--- src/hdl/eoc_pkg.sv ---
package eoc_pkg;

  // ****************************************
  // Frame layout
  // ****************************************
  localparam int ADDR_W       = 3;
  localparam int CODE_W       = 8;
  localparam int FRAME_W      = 12;
  localparam int MSGS_PER_SF  = 2;
  localparam int TLL_COUNT    = 3;
  localparam int DATA_LIMIT   = 3;

  // ****************************************
  // Addresses and codes
  // ****************************************
  localparam logic [2:0] ADDR_TERMINAL  = 3'h0;
  localparam logic [2:0] ADDR_BROADCAST = 3'h7;
  localparam logic [7:0] CODE_FULL_LOOP = 8'h50;
  localparam logic [7:0] CODE_LOOP_B1   = 8'h51;
  localparam logic [7:0] CODE_LOOP_B2   = 8'h52;
  localparam logic [7:0] CODE_CC_REQ    = 8'h53;
  localparam logic [7:0] CODE_CC_NOTE   = 8'h54;
  localparam logic [7:0] CODE_NORMAL    = 8'hff;
  localparam logic [7:0] CODE_HOLD      = 8'h00;
  localparam logic [7:0] CODE_NO_COMPLY = 8'haa;
  localparam logic [3:0] MON0_NIBBLE    = 4'h0;
  localparam logic [7:0] STATE_INIT     = 8'hff;

  // ****************************************
  // APB register map
  // ****************************************
  localparam logic [7:0] OFF_MODE   = 8'h00;
  localparam logic [7:0] OFF_STATUS = 8'h04;
  localparam logic [7:0] OFF_LAST   = 8'h08;
  localparam logic [7:0] OFF_HOSTTX = 8'h0c;
  localparam int         MODE_AUTO_BIT = 0;
  localparam logic       MODE_RESET    = 1'b1;

  // Transceiver states; all but LS_OTHER carry superframes
  typedef enum logic [2:0] {
    LS_OTHER, LS_SYNC, LS_WAIT_ACT, LS_TRANSP, LS_ERR_ST, LS_PEND_DEAC
  } line_state_t;

  typedef struct packed {
    logic [2:0] addr;
    logic       kind;
    logic [7:0] code;
  } eoc_frame_t;

  typedef struct packed {
    logic loop_b1;
    logic loop_b2;
    logic cc_req;
    logic cc_note;
  } latch_t;

  function automatic logic [15:0] mon0_pack(input eoc_frame_t f);
    mon0_pack = {MON0_NIBBLE, f.addr, f.kind, f.code};
  endfunction

  function automatic logic superframe_state(input line_state_t s);
    superframe_state = (s == LS_SYNC) || (s == LS_WAIT_ACT) || (s == LS_TRANSP) ||
                       (s == LS_ERR_ST) || (s == LS_PEND_DEAC);
  endfunction

endpackage

--- src/hdl/eoc_shift.sv ---
`timescale 1ns/10ps
// Serial in/out for one 12-bit message on the overhead slots
module eoc_shift
  import eoc_pkg::*;
(
  // Clock
  input  wire logic             pclk,
  input  wire logic             presetn,
  input  wire logic             ce,
  // Slot strobe and line bits
  input  wire logic             slot,
  input  wire logic             rx_bit,
  input  wire eoc_frame_t       tx_frame,
  input  wire logic             tx_enable,
  // Results
  output      eoc_frame_t       rx_frame,
  output      logic             rx_done,
  output      logic             tx_bit
);

  typedef struct packed {
    logic [FRAME_W-1:0] rx_sr;
    logic [FRAME_W-1:0] tx_sr;
    logic [3:0]         cnt;
    eoc_frame_t         frame;
    logic               done;
    logic               txb;
  } sh_t;

  sh_t st_r, st_nxt;

  always_comb begin
    st_nxt      = st_r;
    st_nxt.done = 1'b0;
    if (slot) begin
      // Address first, then kind, then code, msb leading
      st_nxt.rx_sr = {st_r.rx_sr[FRAME_W-2:0], rx_bit};
      if (st_r.cnt == 4'(FRAME_W - 1)) begin
        st_nxt.cnt   = 4'h0;
        st_nxt.frame = eoc_frame_t'({st_r.rx_sr[FRAME_W-2:0], rx_bit});
        st_nxt.done  = 1'b1;
      end else begin
        st_nxt.cnt = st_r.cnt + 4'h1;
      end
      if (st_r.cnt == 4'h0) begin
        st_nxt.txb   = tx_frame[FRAME_W-1];
        st_nxt.tx_sr = {tx_frame[FRAME_W-2:0], 1'b1};
      end else begin
        st_nxt.txb   = st_r.tx_sr[FRAME_W-1];
        st_nxt.tx_sr = {st_r.tx_sr[FRAME_W-2:0], 1'b1};
      end
      if (!tx_enable)
        st_nxt.txb = 1'b1;
    end
    if (!tx_enable) begin
      st_nxt.txb = 1'b1;
      st_nxt.cnt = 4'h0;
    end
  end

  always_ff @(posedge pclk or negedge presetn) begin
    if (!presetn) begin
      st_r <= '{rx_sr: '1, tx_sr: '1, cnt: 4'h0, frame: '1, done: 1'b0, txb: 1'b1};
    end else if (ce) begin
      st_r <= st_nxt;
    end
  end

  assign rx_frame = st_r.frame;
  assign rx_done  = st_r.done;
  assign tx_bit   = st_r.txb;

endmodule

--- src/hdl/eoc_processor.sv ---
// Added by the designer: the register offsets and register access over APB.
`timescale 1ns/10ps
// Overview of operation
// Channel bits ride the M1-M3 overhead slots
// Message: address, kind flag, eight-bit code
// Address 0 terminal, 1-6 repeaters, 7 broadcast
// Kind 1 means code, 0 means data
// Decode loop, checksum, normal and hold codes
// Auto or transparent by mode bit, auto default
// Send ones outside superframe-carrying states
// Monitor message: nibble 0, address, kind, code
// Auto mode echoes each frame at once
// Foreign address answered with hold, address 0; a third data frame in a row gets unable-to-comply, own address
// Unable-to-comply after three data frames or bad code
// Commands stay latched until normal or deactivation
// One monitor message per new code; host ignored
// Execute only addressed messages passing repetition check
// Full loop only raises a loop indication
// Codes 0x51/0x52 loop bearer channel one/two
// Checksum request: invert upstream, far-end counting off
// Checksum notice: near-end counting and indications off
// Normal code releases all, state back to 0xff
// Transparent mode forwards every frame to host
// Host acknowledges and runs tests in transparent mode
// Transparent mode sends latest host code upstream
// Host issues local normal after return-to-normal
// Local corrupt command needs earlier exchange request
// Repetition check: three identical consecutive messages
module eoc_processor
  import eoc_pkg::*;
(
  // Clock, reset, enable
  input  wire logic        pclk,
  input  wire logic        presetn,
  input  wire logic        ce,
  // APB slave
  input  wire logic        psel,
  input  wire logic        penable,
  input  wire logic        pwrite,
  input  wire logic [7:0]  paddr,
  input  wire logic [31:0] pwdata,
  output      logic [31:0] prdata,
  output      logic        pready,
  output      logic        pslverr,
  // Line side
  input  wire logic        slot,
  input  wire logic        line_rx_bit,
  input  wire line_state_t line_state,
  input  wire logic        deactivate,
  output      logic        line_tx_bit,
  // Host monitor channel
  input  wire logic        host_msg_valid,
  input  wire logic [15:0] host_msg,
  input  wire logic        send_corrupt_checksum_command,
  input  wire logic        local_normal_command,
  output      logic        mon_valid,
  output      logic [15:0] mon_msg,
  // Test function controls
  output      logic        first_loop_indication,
  output      logic        second_loop_indication,
  output      logic        first_bearer_loopback,
  output      logic        second_bearer_loopback,
  output      logic        invert_checksum,
  output      logic        far_end_block_error_disable,
  output      logic        near_end_block_error_disable
);

  // ****************************************
  // State
  // ****************************************
  typedef struct packed {
    logic        rx_s1;
    logic        rx_s2;
    logic        auto_mode_bit;
    eoc_frame_t  echo;
    eoc_frame_t  cand;
    logic [1:0]  rep;
    logic [7:0]  proc_state;
    logic [1:0]  data_cnt;
    latch_t      lat;
    logic        cc_seen;
    logic        pend_normal;
    eoc_frame_t  host_frame;
    logic        mvalid;
    logic [15:0] mmsg;
    logic        ind1;
    logic        ind2;
    logic [31:0] rdata;
    logic        ready;
    logic        err;
  } proc_t;

  proc_t st_r, st_nxt;

  eoc_frame_t rx_frame;
  logic       rx_done;
  logic       tx_bit;
  eoc_frame_t tx_frame;
  logic       sf_ok;
  logic       transp_now;

  function automatic logic addr_ok(input eoc_frame_t f);
    addr_ok = (f.addr == ADDR_TERMINAL) || (f.addr == ADDR_BROADCAST);
  endfunction

  function automatic logic code_known(input logic [7:0] c);
    code_known = (c == CODE_FULL_LOOP) || (c == CODE_LOOP_B1) || (c == CODE_LOOP_B2) ||
                 (c == CODE_CC_REQ) || (c == CODE_CC_NOTE) || (c == CODE_NORMAL) ||
                 (c == CODE_HOLD);
  endfunction

  // ****************************************
  // Serial slot engine
  // ****************************************
  assign sf_ok    = superframe_state(line_state);
  assign tx_frame = st_r.auto_mode_bit ? st_r.echo : st_r.host_frame;

  eoc_shift u_shift (
    .pclk      (pclk),
    .presetn   (presetn),
    .ce        (ce),
    .slot      (slot),
    .rx_bit    (st_r.rx_s2),
    .tx_frame  (tx_frame),
    .tx_enable (sf_ok),
    .rx_frame  (rx_frame),
    .rx_done   (rx_done),
    .tx_bit    (tx_bit)
  );

  assign transp_now = (line_state == LS_TRANSP);

  // ****************************************
  // Next state
  // ****************************************
  always_comb begin
    logic       same;
    logic       passed;
    st_nxt        = st_r;
    same          = 1'b0;
    passed        = 1'b0;
    st_nxt.rx_s1  = line_rx_bit;
    st_nxt.rx_s2  = st_r.rx_s1;
    st_nxt.mvalid = 1'b0;
    st_nxt.ready  = 1'b0;
    st_nxt.err    = 1'b0;

    // APB: one wait state, then answer
    if (psel && penable && !st_r.ready) begin
      st_nxt.ready = 1'b1;
      st_nxt.rdata = 32'h0;
      unique case (paddr)
        OFF_MODE:   st_nxt.rdata = {31'h0, st_r.auto_mode_bit};
        OFF_STATUS: st_nxt.rdata = {18'h0, st_r.proc_state, st_r.cc_seen,
                                    st_r.lat, st_r.pend_normal};
        OFF_LAST:   st_nxt.rdata = {20'h0, st_r.cand};
        OFF_HOSTTX: st_nxt.rdata = {20'h0, st_r.host_frame};
        default:    st_nxt.err   = 1'b1;
      endcase
    end

    // Write lands only on the edge that completes the transfer
    if (psel && penable && st_r.ready && pwrite && (paddr == OFF_MODE))
      st_nxt.auto_mode_bit = pwdata[MODE_AUTO_BIT];

    // Ahead of the frame logic so a received set wins over a clear
    if (!st_r.auto_mode_bit) begin
      // Host messages only count in transparent mode
      if (host_msg_valid && host_msg[15:12] == MON0_NIBBLE)
        st_nxt.host_frame = eoc_frame_t'(host_msg[11:0]);
      if (send_corrupt_checksum_command && st_r.cc_seen)
        st_nxt.lat.cc_req = 1'b1;
      if (local_normal_command && st_r.pend_normal) begin
        st_nxt.lat         = '0;
        st_nxt.cc_seen     = 1'b0;
        st_nxt.pend_normal = 1'b0;
      end
    end

    if (rx_done && sf_ok) begin
      if (st_r.auto_mode_bit) begin
        // Echo at once, answered before the repetition check
        st_nxt.echo = rx_frame;
        if (!addr_ok(rx_frame))
          st_nxt.echo = '{addr: ADDR_TERMINAL, kind: 1'b1, code: CODE_HOLD};
        if (!rx_frame.kind) begin
          if (st_r.data_cnt == 2'(DATA_LIMIT - 1)) begin
            st_nxt.echo     = '{addr: rx_frame.addr, kind: 1'b1, code: CODE_NO_COMPLY};
            st_nxt.data_cnt = 2'h0;
          end else begin
            st_nxt.data_cnt = st_r.data_cnt + 2'h1;
          end
        end else begin
          st_nxt.data_cnt = 2'h0;
          if (addr_ok(rx_frame) && !code_known(rx_frame.code))
            st_nxt.echo = '{addr: rx_frame.addr, kind: 1'b1, code: CODE_NO_COMPLY};
        end
        // Three identical consecutive messages
        same = (rx_frame == st_r.cand);
        st_nxt.cand = rx_frame;
        if (!same)
          st_nxt.rep = 2'h1;
        else if (st_r.rep != 2'(TLL_COUNT))
          st_nxt.rep = st_r.rep + 2'h1;
        passed = same && (st_r.rep == 2'(TLL_COUNT - 1)) &&
                 (rx_frame.code != st_r.proc_state);
        if (passed) begin
          st_nxt.proc_state = rx_frame.code;
          st_nxt.mvalid     = 1'b1;
          st_nxt.mmsg       = mon0_pack(rx_frame);
          if (addr_ok(rx_frame) && rx_frame.kind) begin
            unique case (rx_frame.code)
              CODE_FULL_LOOP: begin
                // Loop is left to the downstream device
                st_nxt.ind1 = transp_now;
                st_nxt.ind2 = (line_state == LS_ERR_ST) || (line_state == LS_SYNC);
              end
              CODE_LOOP_B1: st_nxt.lat.loop_b1 = 1'b1;
              CODE_LOOP_B2: st_nxt.lat.loop_b2 = 1'b1;
              CODE_CC_REQ: begin
                st_nxt.lat.cc_req = 1'b1;
                st_nxt.cc_seen    = 1'b1;
              end
              CODE_CC_NOTE: st_nxt.lat.cc_note = 1'b1;
              CODE_NORMAL: begin
                st_nxt.lat        = '0;
                st_nxt.ind1       = 1'b0;
                st_nxt.ind2       = 1'b0;
                st_nxt.cc_seen    = 1'b0;
                st_nxt.proc_state = STATE_INIT;
              end
              default: ;
            endcase
          end
        end
      end else begin
        // Transparent: every frame goes to host, no check
        st_nxt.mvalid = 1'b1;
        st_nxt.mmsg   = mon0_pack(rx_frame);
        if (rx_frame.kind && rx_frame.code == CODE_CC_REQ)
          st_nxt.cc_seen = 1'b1;
        if (rx_frame.kind && rx_frame.code == CODE_NORMAL)
          st_nxt.pend_normal = 1'b1;
      end
    end

    if (deactivate) begin
      st_nxt.lat         = '0;
      st_nxt.ind1        = 1'b0;
      st_nxt.ind2        = 1'b0;
      st_nxt.cc_seen     = 1'b0;
      st_nxt.pend_normal = 1'b0;
      st_nxt.proc_state  = STATE_INIT;
      st_nxt.rep         = 2'h0;
    end
  end

  // ****************************************
  // Registers
  // ****************************************
  always_ff @(posedge pclk or negedge presetn) begin
    if (!presetn) begin
      st_r <= '{rx_s1: 1'b1, rx_s2: 1'b1, auto_mode_bit: MODE_RESET,
                echo: '{addr: ADDR_TERMINAL, kind: 1'b1, code: CODE_HOLD},
                cand: '1, rep: 2'h0, proc_state: STATE_INIT, data_cnt: 2'h0,
                lat: '0, cc_seen: 1'b0, pend_normal: 1'b0,
                host_frame: '{addr: ADDR_TERMINAL, kind: 1'b1, code: CODE_HOLD},
                mvalid: 1'b0, mmsg: 16'h0, ind1: 1'b0, ind2: 1'b0,
                rdata: 32'h0, ready: 1'b0, err: 1'b0};
    end else if (ce) begin
      st_r <= st_nxt;
    end
  end

  // ****************************************
  // Outputs
  // ****************************************
  assign prdata                       = st_r.rdata;
  assign pready                       = st_r.ready;
  assign pslverr                      = st_r.err;
  assign line_tx_bit                  = tx_bit;
  assign mon_valid                    = st_r.mvalid;
  assign mon_msg                      = st_r.mmsg;
  assign first_loop_indication        = st_r.ind1;
  assign second_loop_indication       = st_r.ind2;
  assign first_bearer_loopback        = st_r.lat.loop_b1;
  assign second_bearer_loopback       = st_r.lat.loop_b2;
  assign invert_checksum              = st_r.lat.cc_req;
  assign far_end_block_error_disable  = st_r.lat.cc_req;
  assign near_end_block_error_disable = st_r.lat.cc_note;

endmodule

--- config.mk ---
export PLATFORM = sky130hd
export DESIGN_NAME = eoc_processor
export DESIGN_NICKNAME = d
export VERILOG_FILES = /design/src/hdl/eoc_pkg.sv /design/src/hdl/eoc_shift.sv /design/src/hdl/eoc_processor.sv
export SDC_FILE = /design/constraint.sdc
export NUM_CORES = 1
export LEC_CHECK = 0
export BUFFER_PORTS_ARGS = -buffer_cell sky130_fd_sc_hd__buf_2
export CAP_MARGIN = 20
export CORE_MARGIN = 8
export CORE_UTILIZATION = 45
export DETAILED_ROUTE_END_ITERATION = 6
export PLACE_DENSITY = 0.76
export SETUP_SLACK_MARGIN = 0.4
export SLEW_MARGIN = 20
export SYNTH_ARGS = -nofsm -noshare
export SYNTH_HDL_FRONTEND = slang
export SYNTH_SLANG_ARGS = --single-unit
--- constraint.sdc ---
create_clock -name pclk -period 2.72 [get_ports pclk]
set_input_delay 0.136 -clock pclk [delete_from_list [all_inputs] [get_ports pclk]]
set_output_delay 0.136 -clock pclk [all_outputs]
set_load 0.005 [all_outputs]
== After elaboration in Yosys (flattened, before gate mapping) ==
Index checks and enable logic that the tools add are counted.
Storage, ports and cells
  input bits: 71
  register bits after elaboration: 133
  logic and storage cells: 164
  output and inout port bits: 59
Cells by class
  equality and inequality tests: 24
  multiplexer cells: 49
  $add $sub $neg: 3
  bitwise logic cells: 1
  reductions and logical operators: 51
Operators by type and width (count)
  two-way mux 12 bit: 7
  one-hot mux 14 bit (4 select lines): 1
  two-way mux 18 bit: 3
  == test 8 x 7 -> 1 bit, second input constant: 5
  two-way mux 19 bit: 2
  two-way mux 8 bit: 3
  two-way mux 17 bit: 1
  == test 8 x 4 -> 1 bit, second input constant: 2
  logical NOT 8 bit: 2
  two-way mux 16 bit: 1
  two-way mux 2 bit: 8
  logical AND 1 bit: 15
  two-way mux 13 bit: 1
  == test 12 bit: 1
  logical OR 1 bit: 12
  two-way mux 6 bit: 2
  AND reduction 3 bit: 4
  two-way mux 10 bit: 1
  two-way mux 5 bit: 2
  one-hot mux 1 bit (2 select lines): 5
  == test 3 bit, second input constant: 3
  two-way mux 1 bit: 9
  == test 8 x 3 -> 1 bit, second input constant: 1
  == test 8 bit, second input constant: 1
  other kinds (22): 36

== Depth between registers and ports, before layout ==
  depth after elaboration: 11
  mapped depth: 8
  mapped depth without buffers: 6

== Modules after synthesis ==
A second synthesis with hierarchy kept.
Unflattened totals
  cell total of the unflattened synthesis: 613
  area total of the unflattened synthesis: 6698.9 um^2
Modules (own cells, without submodules)
  eoc_processor: seq. area each 2233.4 um^2, area an instance 4812.1 um^2, cells an instance 446, instances 1
  eoc_shift: seq. area each 1044.8 um^2, area an instance 1886.8 um^2, cells an instance 167, instances 1

== Worst setup path before layout ==
OpenSTA, ideal clock, no wires.
  kind: register to register
  from: reg u_shift.st_r (netlist bit u_shift.rx_frame[5])
  to: reg st_r (netlist bit second_loop_indication)
  data required time: 2.625 ns
  setup slack: 0.728 ns
  stages on the path, launching flop included: 7
  setup time: 0.095 ns
  arrival time: 1.896 ns
  buffers on the path: 1
  clock period less this slack: 1.992 ns
  cell sequence: dfstp_2 > buf_6 > xor2_1 > nor4_2 > nand3_1 > or4_4 > o32ai_2
Between the ends
  cells in the longest elaborated chain, start to end: 7
  elaborated cells between the ends (all ways): 15
  classes of those cells: eq/ne (4); mux (6); reduce/logical (5)
Ends and longest elaborated chain
  start: declaration: RTL line eoc_shift.sv:30  | sh_t st_r, st_nxt;
  start signal: assignment: RTL line eoc_shift.sv:63  | st_r <= '{rx_sr: '1, tx_sr: '1, cnt: 4'h0, frame: '1, done: 1'b0, txb: 1'b1};
  start signal: assignment: RTL line eoc_shift.sv:65  | st_r <= st_nxt;
  == test 8 bit / == test 8 x 7 -> 1 bit (equally long branches): RTL line eoc_processor.sv:212  | unique case (rx_frame.code)
  one-hot mux 2 bit (2 select lines): RTL line eoc_processor.sv:212
  two-way mux 2 bit: RTL line eoc_processor.sv:211  | if (addr_ok(rx_frame) && rx_frame.kind) begin
  two-way mux 19 bit: RTL line eoc_processor.sv:207  | if (passed) begin
  two-way mux 2 bit: RTL line eoc_processor.sv:181  | if (st_r.auto_mode_bit) begin
  two-way mux 19 bit: RTL line eoc_processor.sv:180  | if (rx_done && sf_ok) begin
  two-way mux 2 bit: RTL line eoc_processor.sv:247  | if (deactivate) begin
  end signal: assignment: RTL line eoc_processor.sv:263  | st_r <= '{rx_s1: 1'b1, rx_s2: 1'b1, auto_mode_bit: MODE_RESET,
  end signal: assignment: RTL line eoc_processor.sv:271  | st_r <= st_nxt;
  end: declaration: RTL line eoc_processor.sv:93  | proc_t st_r, st_nxt;
Several ways; a longest one is shown, not always the timed one. The select of a mux whose other input is x is not followed.
A chain may end at the register's enable or synchronous reset.

== Final worst setup path ==
  from: reg u_shift.st_r (netlist bit u_shift.rx_frame[1])
  to: reg st_r[66] (netlist bit)
Between the ends
  cells in the longest elaborated chain, start to end: 7
  elaborated cells between the ends (all ways): 14
  classes of those cells: eq/ne (4); mux (7); reduce/logical (3)
Ends and longest elaborated chain (RTL line)
  == test 8 bit (tied with other cells): eoc_processor.sv:212
  one-hot mux 1 bit (2 select lines) / logical AND 1 bit (equally long branches): eoc_processor.sv:212, eoc_processor.sv:205
  two-way mux 5 bit / logical AND 1 bit (equally long branches): eoc_processor.sv:211, eoc_processor.sv:205
  two-way mux 5 bit: eoc_processor.sv:207
  two-way mux 1 bit *: eoc_processor.sv:181
  two-way mux 18 bit *: eoc_processor.sv:180
  two-way mux 6 bit *: eoc_processor.sv:247
Mark *: on every way between the ends. The rest lies on a longest branch, timed or not. The select of a mux whose other input is x is not followed.

==> results_dict.tcl <==
set metrics [dict create \
    nFillCells 1328 \
    cap_violations 0 \
    grt_pass1_wl_um 29550 \
    cp_max_fo 29 \
    power_leakage_nw 3.628 \
    slew_headroom_pct 42.63 \
    syn_avg_cell_area_um2 9.825 \
    finalMaxSlewViolations 0 \
    finalSetupViolations 0 \
    drt-vias-per-instance 5.668 \
    gp_congestion 0.8538 \
    end_kind "flip-flop" \
    slowest_stage "dfstp_4" \
    worstPathRequired_ns 3.01 \
    htreeDepth 4 \
    fmax_mhz 445.7 \
    layout_common_cells "99 x nand2_1, 76 x buf_2, 68 x dfrtp_1" \
    ys_warn_count 0 \
    holdCritStartpoint "line_state[0]" \
    fin_skew_ns 0.009422 \
    antenna_cells 0 \
    swShare_pct 24.53 \
    cts_tree "done" \
    syn_area_mm2 0.007044 \
    die_w_um 141.1 \
    final_area_mm2 0.008170 \
    synthToLayoutAreaGrowth_pct 15.99 \
    critPathLaunch "u_shift.rx_frame[1]" \
    netlist.area_leader.share_pct 24.16 \
    insertion_delay_ns 0.42 \
    pwr_density_cell_mw_per_mm2 644.9 \
    p_sw_mw 1.293 \
    period_needed_ns 2.244 \
    portBuffers 76 \
    coreArea_mm2 0.01526 \
    grt_overflow 0 \
    first_pass_iters 5 \
    cts.path.max_buffers 2 \
    worst_slew_pin_slew_ns 0.8588 \
    grt_max_degree 63 \
    synth_area_leader_cell "dfrtp_1" \
    multiInputGateArea_mm2 0.003198 \
    p_seq_share_pct 45.9 \
    synth-main-ff-cell "dfrtp_1" \
    intPower_mw 3.977 \
    hp-class "in -> reg" \
    cts-root-buf "clkbuf_16" \
    die_area_mm2 0.01991 \
    dp_hpwl_um 12310 \
    place_inst 941 \
    regArea_mm2 0.003293 \
    ys_ff_latch 128 \
    route.detailed.drc 0 \
    initial_utilization_pct 46.17 \
    synth.distinct_cells 61 \
    wirelength_um 18560 \
    ir_drop_mv 0.4879 \
    vias 5691 \
    hold_violations 0 \
    path_class "reg -> reg" \
    ios 130 \
    die_y_um 141.1 \
    clock_sinks 128 \
    slowest_delay_ns 0.68 \
    crit_arrival_ns 2.53 \
    power_frac_comb_pct 11.2 \
    drt_iter0_markers 519 \
    finalNonFillerCells 1004 \
    status "finished clean" \
    synth_edf_count 0 \
    grt_usage_pct 18.78 \
    clk_pin_slew_ns 0.06 \
    rsz0062_at_grt "yes" \
    antenna_left 0 \
    crit_path_start_kind "flip-flop" \
    cp_cell_sequence "xor2_1 > nor4_2 > nand3_1 > buf_6 > o41ai_1 > a221oi_1" \
    numCtsBuffers 17 \
    nNetsFinal 855 \
    synth-seq-area-share_pct 46.54 \
    reg2reg_from "u_shift.rx_frame[1]" \
    synth.area.top_cells "dfrtp_1 24%, dfstp_2 22%, mux2_2 7.8%, buf_4 5.4%, nand2_1 5.3%" \
    finalCritPeriodShare_pct 82.49 \
    final_common_cell "nand2_1" \
    first_global_vias 5631 \
    pwr-share-clk_pct 42.8 \
    routedWlPerCell_um 18.49 \
    pre_cts_slack_ns 0.4626 \
    synth_async_sr_flop_share_pct 100.0 \
    grt_antenna_before_repair 0 \
    netlist_instances 717 \
    place_area_mm2 0.007292 \
    fin_ws_ns 0.4763 \
    tns_ns 0 \
    drive_above_1_share_pct 33.29 \
    row_count 45 \
]
registers in the layout, summed over array words and instances (netlist names), 12 cells and up:
signal and cells:
st_r 52, mon_msg 12, u_shift.rx_frame 12, prdata 14, u_shift.st_r 26
final cells by class:
class | instances | area share [%]
clock buffer | 25 | 6.064
clock inverter | 7 | 1.041
tap | 211 | 3.231
inverter | 10 | 0.4594
timing repair buffer | 124 | 9.755
multi-input combinational | 499 | 39.14
sequential | 128 | 40.31
power groups by stage:
stage	registers [mW]	logic [mW]	clock network, mW
after floorplan	2.37	0.442	0
after global placement	2.44	0.555	0
after detailed placement	2.45	0.574	0
after CTS	2.42	0.597	2.27
after global routing	2.45	0.679	2.36
final	2.42	0.592	2.26
routing by layer:
metal / vias up / part of all wire (%) / GRT usage [%]
met3: 40 / 10 / 5.908
met5: - / 0 / 0
met4: 0 / 2.3 / 7.466
li1: 2598 / - / -
met1: 2761 / 40 / 23.80
met2: 292 / 47 / 29.30
cells in the mapped netlist (4+ instances only):
| cell type | count |
|---|---|
| a21o_1 | 4 |
| o211ai_1 | 12 |
| nor3_1 | 18 |
| nand2_1 | 100 |
| ha_1 | 4 |
| or2_2 | 4 |
| o21ai_0 | 45 |
| xor2_1 | 12 |
| mux2_2 | 49 |
| nand4_1 | 17 |
| o21ai_1 | 7 |
| buf_4 | 51 |
| nand3b_1 | 6 |
| a22o_1 | 10 |
| inv_1 | 10 |
| xnor2_1 | 9 |
| buf_2 | 12 |
| a22oi_1 | 12 |
| nor2_1 | 34 |
| mux2i_1 | 13 |
| and3_1 | 14 |
| dfstp_2 | 60 |
| dfrtp_1 | 68 |
| nor4_2 | 4 |
| buf_6 | 5 |
| clkbuf_1 | 33 |
| a211oi_1 | 10 |
| nand3_1 | 22 |
| a21oi_1 | 21 |
metrics by stage:
stage | power (mW) | utilization (%) | hold WS, ns
2_1_floorplan | 2.815 | - | -0.1596
3_3_place_gp | 2.993 | 47.79 | 0.2595
3_5_place_dp | 3.021 | 47.79 | 0.2626
4_1_cts | 5.288 | 52.64 | 0.01345
5_1_grt | 5.497 | 53.55 | 0.03135
6_report | 5.269 | 53.55 | 0.02521
kinds of logic (layout without fill, tap and decap cells):
group	after synthesis	count (layout)	synth area share (%)
simple gates	245	245	17.19
compound gates	144	144	13.52
flops	128	128	46.54
buf+inv	111	166	9.378
mux	63	63	10.00
xor+xnor	21	21	2.611
fa+ha+maj	4	4	0.7105
other cells	1	22	0.05323
path summary, 6_finish.rpt:
check                                   endpoint  cells after the start  slack (ns)
min                        first_loop_indication                      3        0.03
max                                     st_r[66]                      6        0.48
max reg2reg                             st_r[66]                      6        0.48
min reg2reg                            prdata[0]                      2        0.46
max in group asynchronous       u_shift.st_r[27]                      3        1.58
min in group asynchronous             mon_msg[1]                      2        0.32
repair_timing:
| action | 4_1_cts | 5_1_grt |
|---|---|---|
| buffers inserted | 0 | 15 |
| endpoints found under the setup margin | 0 | 23 |
| hold endpoints to repair | 46 | 0 |
| resized for setup | 0 | 8 |
| hold buffers | 16 | 0 |
worst max-delay path, delay by kind of cell (launching register included):
kind | cells | cell delay, ns
XOR/XNOR | 1 | 0.10
buffers and inverters | 1 | 0.25
AND/OR/NAND/NOR | 2 | 0.53
AO/OA/AOI/OAI | 2 | 0.55
flip-flops | 1 | 0.68
No activity file was read; power rests on OpenSTA's default activity.
